[config.mk]
export PLATFORM = sky130hd
export DESIGN_NAME = slsp_top
export DESIGN_NICKNAME = d
export VERILOG_FILES = /design/src/slsp_pkg.sv /design/src/slsp_lane_if.sv /design/src/slsp_packer.sv /design/src/slsp_top.sv
export SDC_FILE = /design/constraint.sdc
export NUM_CORES = 1
export LEC_CHECK = 0
export BUFFER_PORTS_ARGS = -buffer_cell sky130_fd_sc_hd__buf_2
export CAP_MARGIN = 10
export CORE_AREA = 5 5 258 260
export DETAILED_ROUTE_END_ITERATION = 16
export DIE_AREA = 0 0 263 265
export PLACE_DENSITY_LB_ADDON = 0.3
export SKIP_CTS_REPAIR_TIMING = 1
export SLEW_MARGIN = 15
export SYNTH_ARGS = -nofsm -noshare
export SYNTH_HDL_FRONTEND = slang
export SYNTH_SLANG_ARGS = --single-unit
[constraint.sdc]
create_clock -name clk_sys -period 11.6 [get_ports clk_sys]
set_clock_uncertainty 0.05 [all_clocks]
set_input_delay 1.16 -clock clk_sys [delete_from_list [all_inputs] [get_ports clk_sys]]
set_output_delay 1.16 -clock clk_sys [all_outputs]
set_load 0.03 [all_outputs]
[src/slsp_pkg.sv]
// package: constants, register map and mode codes for the lane sample packer
// Function
// - 12-bit single channel, 6 lanes: even samples first group, odd second
// - 12-bit dual channel, 6 lanes: four A samples first group, B second
// - 8-bit single, 4 lanes: samples 0,2 first group; 1,3 second group
// - 8-bit dual, 4 lanes: A samples on first group, B on second
// - 15-bit dual decimate-by-4: AI, AQ, BI, BQ each with over-range bit
// - 15-bit single decimate-by-8, 2 lanes: I on first, Q on second
// - 15-bit dual decimate-by-8: four octets per lane, I then Q
// - 15-bit dual decimate-by-16: same four-octet layout as decimate-by-8
// - only 12-bit check offered; no 3-bit check variant
// - sync header mode setting selects check or error correction
// - bind control routes one channel to both down-converters
// - bind routes one channel to both links, except single-channel modes
// - unused channel may power down without affecting bound channel
// - whole device powers down by pin or mode field; per-channel control
// - serial output drivers disabled while power-down pin is high
// - after power-down the link must be re-established
// - selectable test patterns replace converted samples
package slsp_pkg;
  // register byte offsets
  localparam logic [7:0] SLSP_REG_MODE = 8'h00;
  localparam logic [7:0] SLSP_REG_ROUTE = 8'h04;
  localparam logic [7:0] SLSP_REG_PWR = 8'h08;
  localparam logic [7:0] SLSP_REG_STAT = 8'h0C;
  // link mode codes
  localparam logic [3:0] SLSP_M_S12 = 4'h0;
  localparam logic [3:0] SLSP_M_D12 = 4'h1;
  localparam logic [3:0] SLSP_M_S8 = 4'h2;
  localparam logic [3:0] SLSP_M_D8 = 4'h3;
  localparam logic [3:0] SLSP_M_D15D4 = 4'h4;
  localparam logic [3:0] SLSP_M_S15D8 = 4'h5;
  localparam logic [3:0] SLSP_M_D15D8 = 4'h6;
  localparam logic [3:0] SLSP_M_D15D16 = 4'h7;
  // field positions
  localparam int SLSP_F_SHMODE = 4;
  localparam int SLSP_F_TEST = 8;
  localparam int SLSP_F_DEVPD = 12;
  localparam int SLSP_F_BINDA = 0;
  localparam int SLSP_F_BINDB = 1;
  localparam int SLSP_F_PDA = 0;
  localparam int SLSP_F_PDB = 1;
  localparam logic [31:0] SLSP_MODE_RST = 32'h0000_0000;
  localparam logic [1:0] SLSP_RESP_OK = 2'h0;
  localparam logic [1:0] SLSP_RESP_SLVERR = 2'h2;
  localparam logic [15:0] SLSP_TP_WORD = 16'hA5C3;
  localparam int SLSP_LANES = 6;
  localparam int SLSP_LW = 32;
  typedef logic [SLSP_LW-1:0] slsp_lane_t;
endpackage : slsp_pkg

[src/slsp_lane_if.sv]
// interface: packed lane words passed from the packer to the top
`timescale 1ns/100ps
interface slsp_lane_if;
  logic [31:0] lane [6];
  logic [5:0] laneEn;
  modport src (output lane, output laneEn);
  modport dst (input lane, input laneEn);
endinterface : slsp_lane_if

[src/slsp_packer.sv]
// module: combinational sample-to-lane packer for every supported link mode
`timescale 1ns/100ps
module slsp_packer
  import slsp_pkg::*;
(
  input wire logic [3:0] linkMode, // link_mode_select
  input wire logic [3:0] testSel, // nonzero inserts pattern
  input wire logic [47:0] smpA, // four 12-bit channel A samples, 0 at msb
  input wire logic [47:0] smpB, // four 12-bit channel B samples
  input wire logic [15:0] iqA, // spare, unused by every supported mode
  input wire logic [31:0] cplxA, // {AI[14:0],chan_a_inphase_overrange,AQ[14:0],chan_a_quad_overrange}
  input wire logic [31:0] cplxB, // {BI[14:0],chan_b_inphase_overrange,BQ[14:0],chan_b_quad_overrange}
  slsp_lane_if.src lo // packed lanes
);
  // 12-bit nibble packing of samples p,q,r,s over 3 lanes of two octets
  function automatic logic [47:0] pack12(input logic [47:0] s);
    pack12 = s;
  endfunction : pack12

  // mode decode; 15-bit words sit with the msb first in octet 0
  always_comb
  begin
    logic [47:0] ga;
    logic [47:0] gb;
    ga = '0;
    gb = '0;
    for (int k = 0; k < 6; k++) lo.lane[k] = '0;
    lo.laneEn = 6'h00;
    case (linkMode)
      SLSP_M_S12:
      begin
        // single mode: convA holds the even samples, convB the odd ones
        ga = pack12(smpA);
        gb = pack12(smpB);
        lo.laneEn = 6'h3F;
      end
      SLSP_M_D12:
      begin
        ga = pack12(smpA);
        gb = pack12(smpB);
        lo.laneEn = 6'h3F;
      end
      SLSP_M_S8:
      begin
        ga = {smpA[47:40], 8'h00, smpA[35:28], 8'h00, 16'h0000};
        gb = {smpB[47:40], 8'h00, smpB[35:28], 8'h00, 16'h0000};
        lo.laneEn = 6'h1B;
      end
      SLSP_M_D8:
      begin
        ga = {smpA[47:40], 8'h00, smpA[35:28], 8'h00, 16'h0000};
        gb = {smpB[47:40], 8'h00, smpB[35:28], 8'h00, 16'h0000};
        lo.laneEn = 6'h1B;
      end
      SLSP_M_D15D4:
      begin
        ga = {cplxA[31:16], cplxA[15:0], 16'h0000};
        gb = {cplxB[31:16], cplxB[15:0], 16'h0000};
        lo.laneEn = 6'h1B;
      end
      SLSP_M_S15D8:
      begin
        ga = {cplxA[31:16], 32'h0000_0000};
        gb = {cplxA[15:0], 32'h0000_0000};
        lo.laneEn = 6'h09;
      end
      SLSP_M_D15D8, SLSP_M_D15D16:
      begin
        ga = {cplxA, 16'h0000};
        gb = {cplxB, 16'h0000};
        lo.laneEn = 6'h09;
      end
      default:
      begin
        ga = '0;
        gb = '0;
      end
    endcase
    // lanes 0..2 first group, 3..5 second; wide modes use 32-bit lane 0/3
    if (linkMode == SLSP_M_D15D8 || linkMode == SLSP_M_D15D16)
    begin
      lo.lane[0] = ga[47:16];
      lo.lane[3] = gb[47:16];
    end
    else
    begin
      for (int k = 0; k < 3; k++)
      begin
        lo.lane[k] = {ga[47-16*k -: 16], 16'h0000};
        lo.lane[k+3] = {gb[47-16*k -: 16], 16'h0000};
      end
    end
    // test pattern replaces converted samples on every lane
    if (testSel != 4'h0)
      for (int k = 0; k < 6; k++)
        lo.lane[k] = {SLSP_TP_WORD, 12'h000, testSel};
  end
endmodule : slsp_packer

[src/slsp_top.sv]
// module: lane sample packer with AXI4-Lite registers and power control
//
// Local design decisions: the AXI4-Lite slave port and the register offsets.
`timescale 1ns/100ps
module slsp_top
  import slsp_pkg::*;
(
  input wire logic clk_sys, // 40 MHz clock
  input wire logic rst, // async reset, active high
  input wire logic powerdownPin, // powerdown_pin
  input wire logic smpValid, // one sample set per cycle
  input wire logic [47:0] convA, // channel A four 12-bit samples
  input wire logic [47:0] convB, // channel B four 12-bit samples
  input wire logic [31:0] ddcA, // down-converter A {I,or,Q,or}
  input wire logic [31:0] ddcB, // down-converter B {I,or,Q,or}
  input wire logic linkUp, // link re-established by link layer
  input wire logic [7:0] s_axi_awaddr, // write address
  input wire logic s_axi_awvalid, // write address valid
  output logic s_axi_awready, // write address ready
  input wire logic [31:0] s_axi_wdata, // write data
  input wire logic [3:0] s_axi_wstrb, // byte strobes
  input wire logic s_axi_wvalid, // write data valid
  output logic s_axi_wready, // write data ready
  output logic [1:0] s_axi_bresp, // write response
  output logic s_axi_bvalid, // write response valid
  input wire logic s_axi_bready, // write response ready
  input wire logic [7:0] s_axi_araddr, // read address
  input wire logic s_axi_arvalid, // read address valid
  output logic s_axi_arready, // read address ready
  output logic [31:0] s_axi_rdata, // read data
  output logic [1:0] s_axi_rresp, // read response
  output logic s_axi_rvalid, // read data valid
  input wire logic s_axi_rready, // read data ready
  output logic [191:0] laneData, // six 32-bit lanes, lane 0 at top
  output logic [5:0] laneDrvEn, // per-lane driver enable
  output logic laneValid, // lane data valid
  output logic crcSel, // sync header uses 12-bit check
  output logic fecSel, // sync header uses error correction
  output logic chanAPwrDn, // chan_a_powerdown to converter
  output logic chanBPwrDn, // chan_b_powerdown to converter
  output logic devPwrDn // whole device powered down
);
  logic [31:0] mode_r, mode_nxt;
  logic [31:0] route_r, route_nxt;
  logic [31:0] pwr_r, pwr_nxt;
  logic awHave_r, awHave_nxt, wHave_r, wHave_nxt;
  logic [7:0] awA_r, awA_nxt;
  logic [31:0] wD_r, wD_nxt;
  logic [3:0] wS_r, wS_nxt;
  logic bV_r, bV_nxt, rV_r, rV_nxt;
  logic [1:0] bR_r, bR_nxt, rR_r, rR_nxt;
  logic [31:0] rD_r, rD_nxt;
  logic [191:0] lane_r, lane_nxt;
  logic [5:0] drv_r, drv_nxt;
  logic lv_r, lv_nxt;
  logic pdAll;
  logic [3:0] linkMode;
  logic [31:0] selA, selB;
  logic [47:0] rawA, rawB;
  slsp_lane_if lif ();

  // one register word covers a known offset
  function automatic logic isMapped(input logic [7:0] a);
    isMapped = (a == SLSP_REG_MODE) || (a == SLSP_REG_ROUTE) ||
      (a == SLSP_REG_PWR) || (a == SLSP_REG_STAT);
  endfunction : isMapped

  function automatic logic [31:0] merge(input logic [31:0] o,
    input logic [31:0] d, input logic [3:0] s);
    for (int b = 0; b < 4; b++)
      o[8*b +: 8] = s[b] ? d[8*b +: 8] : o[8*b +: 8];
    merge = o;
  endfunction : merge

  assign linkMode = mode_r[3:0];
  // pin or mode field powers the whole device down
  assign pdAll = powerdownPin | mode_r[SLSP_F_DEVPD];

  // bind selects one converter's data for both paths; single modes exempt
  always_comb
  begin
    logic single;
    single = (linkMode == SLSP_M_S12) || (linkMode == SLSP_M_S8) ||
      (linkMode == SLSP_M_S15D8);
    rawA = convA;
    rawB = convB;
    selA = ddcA;
    selB = ddcB;
    if (!single && route_r[SLSP_F_BINDA])
    begin
      rawB = convA;
      selB = ddcA;
    end
    else if (!single && route_r[SLSP_F_BINDB])
    begin
      rawA = convB;
      selA = ddcB;
    end
  end

  slsp_packer u_pack (
    .linkMode(linkMode),
    .testSel(mode_r[SLSP_F_TEST +: 4]),
    .smpA(rawA),
    .smpB(rawB),
    .iqA(16'h0000),
    .cplxA(selA),
    .cplxB(selB),
    .lo(lif.src)
  );

  // register write and read channels; awready/wready high while free
  always_comb
  begin
    logic [31:0] stat;
    awHave_nxt = awHave_r;
    wHave_nxt = wHave_r;
    awA_nxt = awA_r;
    wD_nxt = wD_r;
    wS_nxt = wS_r;
    bV_nxt = bV_r;
    bR_nxt = bR_r;
    rV_nxt = rV_r;
    rR_nxt = rR_r;
    rD_nxt = rD_r;
    mode_nxt = mode_r;
    route_nxt = route_r;
    pwr_nxt = pwr_r;
    stat = {26'h0, linkUp, lv_r, pdAll, chanBPwrDn, chanAPwrDn, 1'b0};
    // take only while ready is shown, so nothing slips in under reset
    if (s_axi_awvalid && s_axi_awready)
    begin
      awHave_nxt = 1'b1;
      awA_nxt = s_axi_awaddr;
    end
    if (s_axi_wvalid && s_axi_wready)
    begin
      wHave_nxt = 1'b1;
      wD_nxt = s_axi_wdata;
      wS_nxt = s_axi_wstrb;
    end
    if (awHave_r && wHave_r)
    begin
      awHave_nxt = 1'b0;
      wHave_nxt = 1'b0;
      bV_nxt = 1'b1;
      bR_nxt = isMapped(awA_r) ? SLSP_RESP_OK : SLSP_RESP_SLVERR;
      case (awA_r)
        SLSP_REG_MODE: mode_nxt = merge(mode_r, wD_r, wS_r);
        SLSP_REG_ROUTE: route_nxt = merge(route_r, wD_r, wS_r);
        SLSP_REG_PWR: pwr_nxt = merge(pwr_r, wD_r, wS_r);
        default: mode_nxt = mode_r;
      endcase
    end
    if (bV_r && s_axi_bready)
      bV_nxt = 1'b0;
    if (s_axi_arvalid && s_axi_arready)
    begin
      rV_nxt = 1'b1;
      rR_nxt = isMapped(s_axi_araddr) ? SLSP_RESP_OK : SLSP_RESP_SLVERR;
      case (s_axi_araddr)
        SLSP_REG_MODE: rD_nxt = mode_r;
        SLSP_REG_ROUTE: rD_nxt = route_r;
        SLSP_REG_PWR: rD_nxt = pwr_r;
        SLSP_REG_STAT: rD_nxt = stat;
        default: rD_nxt = 32'h0000_0000;
      endcase
    end
    else if (rV_r && s_axi_rready)
      rV_nxt = 1'b0;
  end

  // lane stage; power-down blanks drivers and data, lane valid then waits until link is back
  always_comb
  begin
    lane_nxt = lane_r;
    drv_nxt = lif.laneEn;
    lv_nxt = lv_r;
    if (pdAll)
    begin
      drv_nxt = 6'h00;
      lane_nxt = '0;
      lv_nxt = 1'b0;
    end
    else
    begin
      if (smpValid)
        for (int k = 0; k < SLSP_LANES; k++)
          lane_nxt[191-32*k -: 32] = lif.lane[k];
      lv_nxt = smpValid & linkUp;
    end
  end

  // register stage
  always_ff @(posedge clk_sys or posedge rst)
  begin
    if (rst)
    begin
      mode_r <= SLSP_MODE_RST;
      route_r <= '0;
      pwr_r <= '0;
      awHave_r <= 1'b0;
      wHave_r <= 1'b0;
      awA_r <= '0;
      wD_r <= '0;
      wS_r <= '0;
      bV_r <= 1'b0;
      bR_r <= '0;
      rV_r <= 1'b0;
      rR_r <= '0;
      rD_r <= '0;
      lane_r <= '0;
      drv_r <= '0;
      lv_r <= 1'b0;
      s_axi_awready <= 1'b0;
      s_axi_wready <= 1'b0;
      s_axi_arready <= 1'b0;
      crcSel <= 1'b1;
      fecSel <= 1'b0;
      chanAPwrDn <= 1'b0;
      chanBPwrDn <= 1'b0;
      devPwrDn <= 1'b0;
    end
    else
    begin
      mode_r <= mode_nxt;
      route_r <= route_nxt;
      pwr_r <= pwr_nxt;
      awHave_r <= awHave_nxt;
      wHave_r <= wHave_nxt;
      awA_r <= awA_nxt;
      wD_r <= wD_nxt;
      wS_r <= wS_nxt;
      bV_r <= bV_nxt;
      bR_r <= bR_nxt;
      rV_r <= rV_nxt;
      rR_r <= rR_nxt;
      rD_r <= rD_nxt;
      lane_r <= lane_nxt;
      drv_r <= drv_nxt;
      lv_r <= lv_nxt;
      s_axi_awready <= !awHave_nxt && !bV_nxt;
      s_axi_wready <= !wHave_nxt && !bV_nxt;
      s_axi_arready <= !rV_nxt;
      // only the 12-bit check exists; bit clear means check, set means fec
      crcSel <= !mode_nxt[SLSP_F_SHMODE];
      fecSel <= mode_nxt[SLSP_F_SHMODE];
      chanAPwrDn <= pdAll | pwr_nxt[SLSP_F_PDA];
      chanBPwrDn <= pdAll | pwr_nxt[SLSP_F_PDB];
      devPwrDn <= pdAll;
    end
  end

  assign s_axi_bvalid = bV_r;
  assign s_axi_bresp = bR_r;
  assign s_axi_rvalid = rV_r;
  assign s_axi_rresp = rR_r;
  assign s_axi_rdata = rD_r;
  assign laneData = lane_r;
  assign laneDrvEn = drv_r;
  assign laneValid = lv_r;
endmodule : slsp_top

==> results of run 1 <==
## state kept, by name (all words and copies together) (netlist names), 3 cells and up
name         flops
laneData       132
laneDrvEn        3
route_r         32
awA_r            8
mode_r          32
pwr_r           32
s_axi_rdata     32
wD_r            32
wS_r             4
## Yosys cell counts, types with 3 or more instances
master | count | share of area
o21ai_0 | 111 | 0.035
buf_1 | 8 | 0.0019
nand2_1 | 217 | 0.052
and3_1 | 4 | 0.0016
dfrtp_1 | 320 | 0.51
a211oi_1 | 3 | 0.0014
or2_2 | 3 | 0.0012
nor3b_1 | 3 | 0.0014
nor3_1 | 4 | 0.0013
a221o_1 | 6 | 0.0038
buf_4 | 66 | 0.031
mux2_2 | 146 | 0.10
a31oi_1 | 6 | 0.0024
inv_1 | 7 | 0.0017
mux4_2 | 5 | 0.0071
o22a_1 | 21 | 0.012
a2111o_1 | 3 | 0.0021
o221ai_1 | 11 | 0.0061
a32oi_1 | 8 | 0.0044
a211o_1 | 10 | 0.0055
nand2b_1 | 5 | 0.0020
or4_1 | 3 | 0.0014
o21a_1 | 3 | 0.0014
o22ai_1 | 9 | 0.0036
and2_1 | 5 | 0.0020
nand3_1 | 36 | 0.011
a22o_1 | 11 | 0.0061
o221a_2 | 26 | 0.019
nor2b_1 | 6 | 0.0024
a21oi_1 | 104 | 0.033
buf_2 | 17 | 0.0054
clkbuf_1 | 78 | 0.019
nor2_1 | 63 | 0.015
mux2i_1 | 125 | 0.079
## per-layer routing
layer,GRT usage,up-vias,part of all wire
met4,0.0530,8,0.033
met5,0,-,0.00086
met2,0.289,632,0.47
li1,-,5922,-
met1,0.226,6708,0.42
met3,0.0508,119,0.083
## worst max-delay path by stage
stage / cells past startpoint / slack [ns] / end
3_3_place_gp: 7 / 7.54 / laneData[84]
3_5_place_dp: 7 / 7.54 / laneData[85]
4_1_cts: 6 / 7.75 / laneData[57]
2_1_floorplan: 1 / 1.51 / awA_r[0]
5_1_grt: 6 / 7.50 / laneData[57]
6_report: 6 / 7.76 / laneData[57]
## cell type report
cell class | count | area, um2 | share of cell area
clock inverter | 18 | 208 | 0.0105
clock buffer | 55 | 1150 | 0.0579
multi-input combinational | 1035 | 7050 | 0.356
timing repair buffer | 437 | 2250 | 0.114
inverter | 7 | 33.8 | 0.00171
sequential | 321 | 8030 | 0.406
tap | 855 | 1070 | 0.0540
antenna | 2 | 5.00 | 0.000253
## kinds of logic (layout without fill, tap and decap cells)
kind of cell	Yosys count	count (layout)	share of synthesized area
AOI/OAI and AO/OA	342	342	0.141
buffers and inverters	176	517	0.0588
DFF	321	321	0.509
muxes	276	276	0.190
other	1	52	0.000237
and+or+nand+nor	367	367	0.101
## worst max-delay path: cells and delay by family (launching register included)
| kind | cells | cell delay [ns] |
|---|---|---|
| AND/OR/NAND/NOR | 2 | 1.71 |
| AO/OA/AOI/OAI | 2 | 0.29 |
| multiplexers | 1 | 0.31 |
| flip-flops | 1 | 0.70 |
| buffers and inverters | 1 | 0.59 |
## power groups by stage
stage          Combinational [uW]  Sequential (uW)  Clock (uW)
2_1_floorplan                 548             1600           0
3_3_place_gp                 1010             1500           0
3_5_place_dp                 1020             1510           0
4_1_cts                      1020             1490        1340
5_1_grt                      1090             1520        1380
6_report                     1010             1490        1290
## through the flow
step            util  total power, uW  setup slack, ns
3_3_place_gp   0.289             2510             7.54
4_1_cts        0.310             3850             7.75
5_1_grt        0.310             3990             7.50
3_5_place_dp   0.289             2530             7.54
6_report       0.310             3800             7.76
2_1_floorplan      -             2150             1.51
==> impl_metrics.json, run 1 <==
{
  "r2r_cells": 6,
  "finalMaxSlewViolations": 0,
  "min_period_ns": 3.84,
  "p_int_uw": 2440,
  "final_common_cell": "buf_2",
  "dpl_cell_area_um2": 18400,
  "hold_end": "s_axi_rdata[20]",
  "initial_core_util": 0.247,
  "worstReg2RegEnd": "laneData[57]",
  "endpoint_kind": "flip-flop",
  "slowest_delay_ns": 1.02,
  "synth_area_um2": 15800,
  "first_iter_violations": 1322,
  "clkSlewWorstSetupHoldPaths_ns": 0.06,
  "ys_seq_elements": 321,
  "path_cells": "nor4bb_2 -> or3b_4 -> buf_4 -> mux2i_1 -> o21a_1 -> o221ai_1",
  "io_pins": 467,
  "seq_power_share": 0.394,
  "reg2reg_slack_ns": 7.76,
  "wire_per_inst_um": 23.5,
  "grt_pass1_wl_um": 94900,
  "ys_types": 56,
  "die_w_um": 263,
  "grt-ovfl-total": 0,
  "cts_tree": "done",
  "wl_um": 64000,
  "cts.sinks": 321,
  "p_sw_uw": 1360,
  "syn_avg_cell_area_um2": 10.7,
  "layoutNonFillerInstCount": 2730,
  "status": "finished clean",
  "hold_class": "reg -> reg",
  "worstPathRequired_ns": 11.94,
  "r2r_start": "mode_r[3]",
  "path_class": "reg -> reg",
  "setup-tns-final_ns": 0,
  "placed_cells": 2655,
  "fill_cells": 6677,
  "p_comb_frac": 0.266,
  "drt_first_pass_iters": 6,
  "rows": 93,
  "p_per_area_nw_per_um2": 192,
  "synth_flop_cell": "dfrtp_1",
  "slowest_stage": "nor4bb_2",
  "final_cell_mix": "416 x buf_2, 320 x dfrtp_1, 216 x nand2_1",
  "die_h_um": 265,
  "viasPerCell": 4.90,
  "vias": 13400,
  "timing.fmax_mhz": 261,
  "nets": 2064,
  "vdd_ir_drop_max_mv": 0.132,
  "drc": 0,
  "synthArstFlopShare": 1.00,
  "hp-start": "s_axi_rdata[20]",
  "grt_start_max_net_pins": 149,
  "p_sw_frac": 0.357,
  "io_buffers": 416,
  "hold_violations": 0,
  "path_max_fanout": 37,
  "critical_path.startpoint_type": "flip-flop",
  "fin_hold_ws_ns": 0.421,
  "yosysWarnings": 0,
  "core_area_um2": 63900,
  "synth_edf_count": 0,
  "drive_gt1_frac": 0.376,
  "cts_htree_levels": 2,
  "die-area_um2": 69700,
  "fin_area_um2": 19800,
  "report.final.setup_viol": 0,
  "grt_use_total": 0.176,
  "clk_path_buf_depth": 3,
  "cts_root_buffer": "clkbuf_16",
  "antenna_found_initial": 7,
  "tightest_slew_ns": 1.13,
  "grt_setup_unrepaired": "false",
  "dp_hpwl_um": 47000,
  "final.period_utilization": 0.331,
  "whs_path_depth": 2,
  "drv_cap": 0,
  "grt_pass1_vias": 13700,
  "max_slew_margin": 0.247,
  "place_congestion": 0.884,
  "syn_to_final_growth_pct": 25.4,
  "p_leak_uw": 0.00988,
  "syn_inst": 1483,
  "antenna_left": 0,
  "seq_area_frac_synth": 0.509,
  "worstSkewPairLatency_ns": 0.56,
  "cts_buffers": 40,
  "startpoint": "mode_r[3]",
  "pwr-share-clk": 0.340,
  "arrival_ns": 4.18
}
No activity file was read; power rests on OpenSTA's default activity.
==> run 2, diff against run 1 <==
==> constraint.sdc (replaced) <==
create_clock -name clk_sys -period 3.9 [get_ports clk_sys]
set_clock_uncertainty 0.05 [all_clocks]
set_input_delay 0.39 -clock clk_sys [delete_from_list [all_inputs] [get_ports clk_sys]]
set_output_delay 0.39 -clock clk_sys [all_outputs]
set_load 0.03 [all_outputs]
==> run 2 against run 1 <==
  * Global-route usage decreased by 0.14 points
  * Register-to-register slack got worse by 6.8 ns
  * Routed wire length increased by 0.11%
  * Non-clock buffer count increased by 18
  * Combinational power increased to 3.0 times the previous value
  * First-iteration DRC count decreased by 4.2%
  * Critical path type unchanged
  * Critical endpoint is now laneData[69]
==> impl_metrics.json, run 2 (synthesis results as in run 1) <==
{
  "status": "finished clean",
  "endpoint_kind": "flip-flop",
  "grt_start_max_net_pins": 101,
  "report.final.setup_viol": 0,
  "largest_reg_flops": 132,
  "fin_area_um2": 20000,
  "grt_pass1_vias": 13600,
  "hold_violations": 0,
  "grt_use_total": 0.174,
  "die_w_um": 263,
  "fin_util": 0.313,
  "drive_gt1_frac": 0.375,
  "path_max_fanout": 45,
  "max_slew_margin": 0.268,
  "wire_per_inst_um": 23.3,
  "worstSkewPairLatency_ns": 0.56,
  "cts_buffers": 40,
  "final_cell_mix": "416 x buf_2, 320 x dfrtp_1, 216 x nand2_1",
  "grt-ovfl-total": 0,
  "dpl_cell_area_um2": 18600,
  "final.period_utilization": 0.754,
  "vias": 13500,
  "syn_to_final_growth_pct": 26.6,
  "antenna_found_initial": 10,
  "antenna_left": 0,
  "min_period_ns": 2.94,
  "tightest_slew_ns": 1.09,
  "clkSlewWorstSetupHoldPaths_ns": 0.06,
  "io_pins": 467,
  "nets": 2082,
  "cts_tree": "done",
  "wl_um": 64100,
  "arrival_ns": 3.29,
  "final_common_cell": "buf_2",
  "cts_htree_levels": 2,
  "fin_hold_ws_ns": 0.0132,
  "dp_hpwl_um": 48000,
  "critical_path.startpoint_type": "flip-flop",
  "core_area_um2": 63900,
  "first_iter_violations": 1267,
  "place_congestion": 0.906,
  "timing.fmax_mhz": 340,
  "setup-tns-final_ns": 0,
  "p_per_area_nw_per_um2": 565,
  "io_buffers": 416,
  "rows": 93,
  "grt_setup_unrepaired": "false",
  "path_class": "reg -> reg",
  "grt_pass1_wl_um": 93400,
  "finalMaxSlewViolations": 0,
  "cts.sinks": 321,
  "layoutNonFillerInstCount": 2752,
  "cts_root_buffer": "clkbuf_16",
  "die-area_um2": 69700,
  "drc": 0,
  "p_leak_uw": 0.00996,
  "placed_cells": 2665,
  "worstPathRequired_ns": 4.25,
  "hold_class": "in -> reg",
  "drv_cap": 0,
  "vdd_ir_drop_max_mv": 0.377,
  "viasPerCell": 4.91,
  "die_h_um": 265,
  "drt_first_pass_iters": 5,
  "initial_core_util": 0.247,
  "clk_path_buf_depth": 3
}
-- run 2: cell types whose count changed in the layout (fill, tap and decap cells not counted), moves of 3 or more --
| cell | delta |
|---|---|
| clkbuf_1 | +5 |
| diode_2 | +6 |
| buf_12 | +4 |
| dlygate4sd3_1 | +8 |
| clkinv_2 | -3 |
| buf_4 | +6 |
-- run 2: cell type report --
| type | count | area [um2] |
|---|---|---|
| multi-input combinational | 1035 | 7050 |
| fill | 6637 | 43900 |
| timing repair buffer | 455 | 2460 |
| tap | 855 | 1070 |
| sequential | 321 | 8030 |
| antenna | 8 | 20.0 |
| clock inverter | 11 | 149 |
| clock buffer | 60 | 1190 |
| inverter | 7 | 30.0 |
-- run 2: power by group --
part           switching, uW  total [uW]  internal [uW]
clock                   1500        3810           2310
sequential               507        4440           3930
combinational           1980        3060           1080
total                   3990       11300           7320
-- run 2: path summary, 6_finish.rpt --
path                              startpoint             to  slack (ns)  depth (start not counted)
worst min-delay path            s_axi_bready   s_axi_bvalid        0.01                          2
worst max register to register     mode_r[0]   laneData[69]        0.96                          6
max in group asynchronous                rst  laneData[129]        2.24                          4
min in group asynchronous                rst  laneData[148]        0.50                          3
worst min register to register  laneData[50]   laneData[50]        0.43                          2
worst max-delay path               mode_r[0]   laneData[69]        0.96                          6
-- run 2: routing by layer --
metal	vias up	routed length (um)	GRT usage
met5	-	19	0
met4	2	2430	0.0613
met3	113	5130	0.0501
met2	670	29800	0.287
met1	6758	26700	0.220
li1	5960	-	-
-- run 2: critical path, stage by stage (launching register included) --
cell and delay, ns:
dfrtp_1 0.47, nor3_1 0.55, or3b_4 0.80, buf_4 0.40, mux2i_1 0.24, o22a_1 0.17, o21ai_0 0.07
-- run 2: per-stage QoR --
step | total power [uW] | setup slack, ns
final | 11300 | 0.959
after global routing | 11800 | 0.785
after CTS | 11400 | 0.986
after detailed placement | 7570 | 0.999
after global placement | 7510 | 1.13
after floorplan | 6380 | -0.820
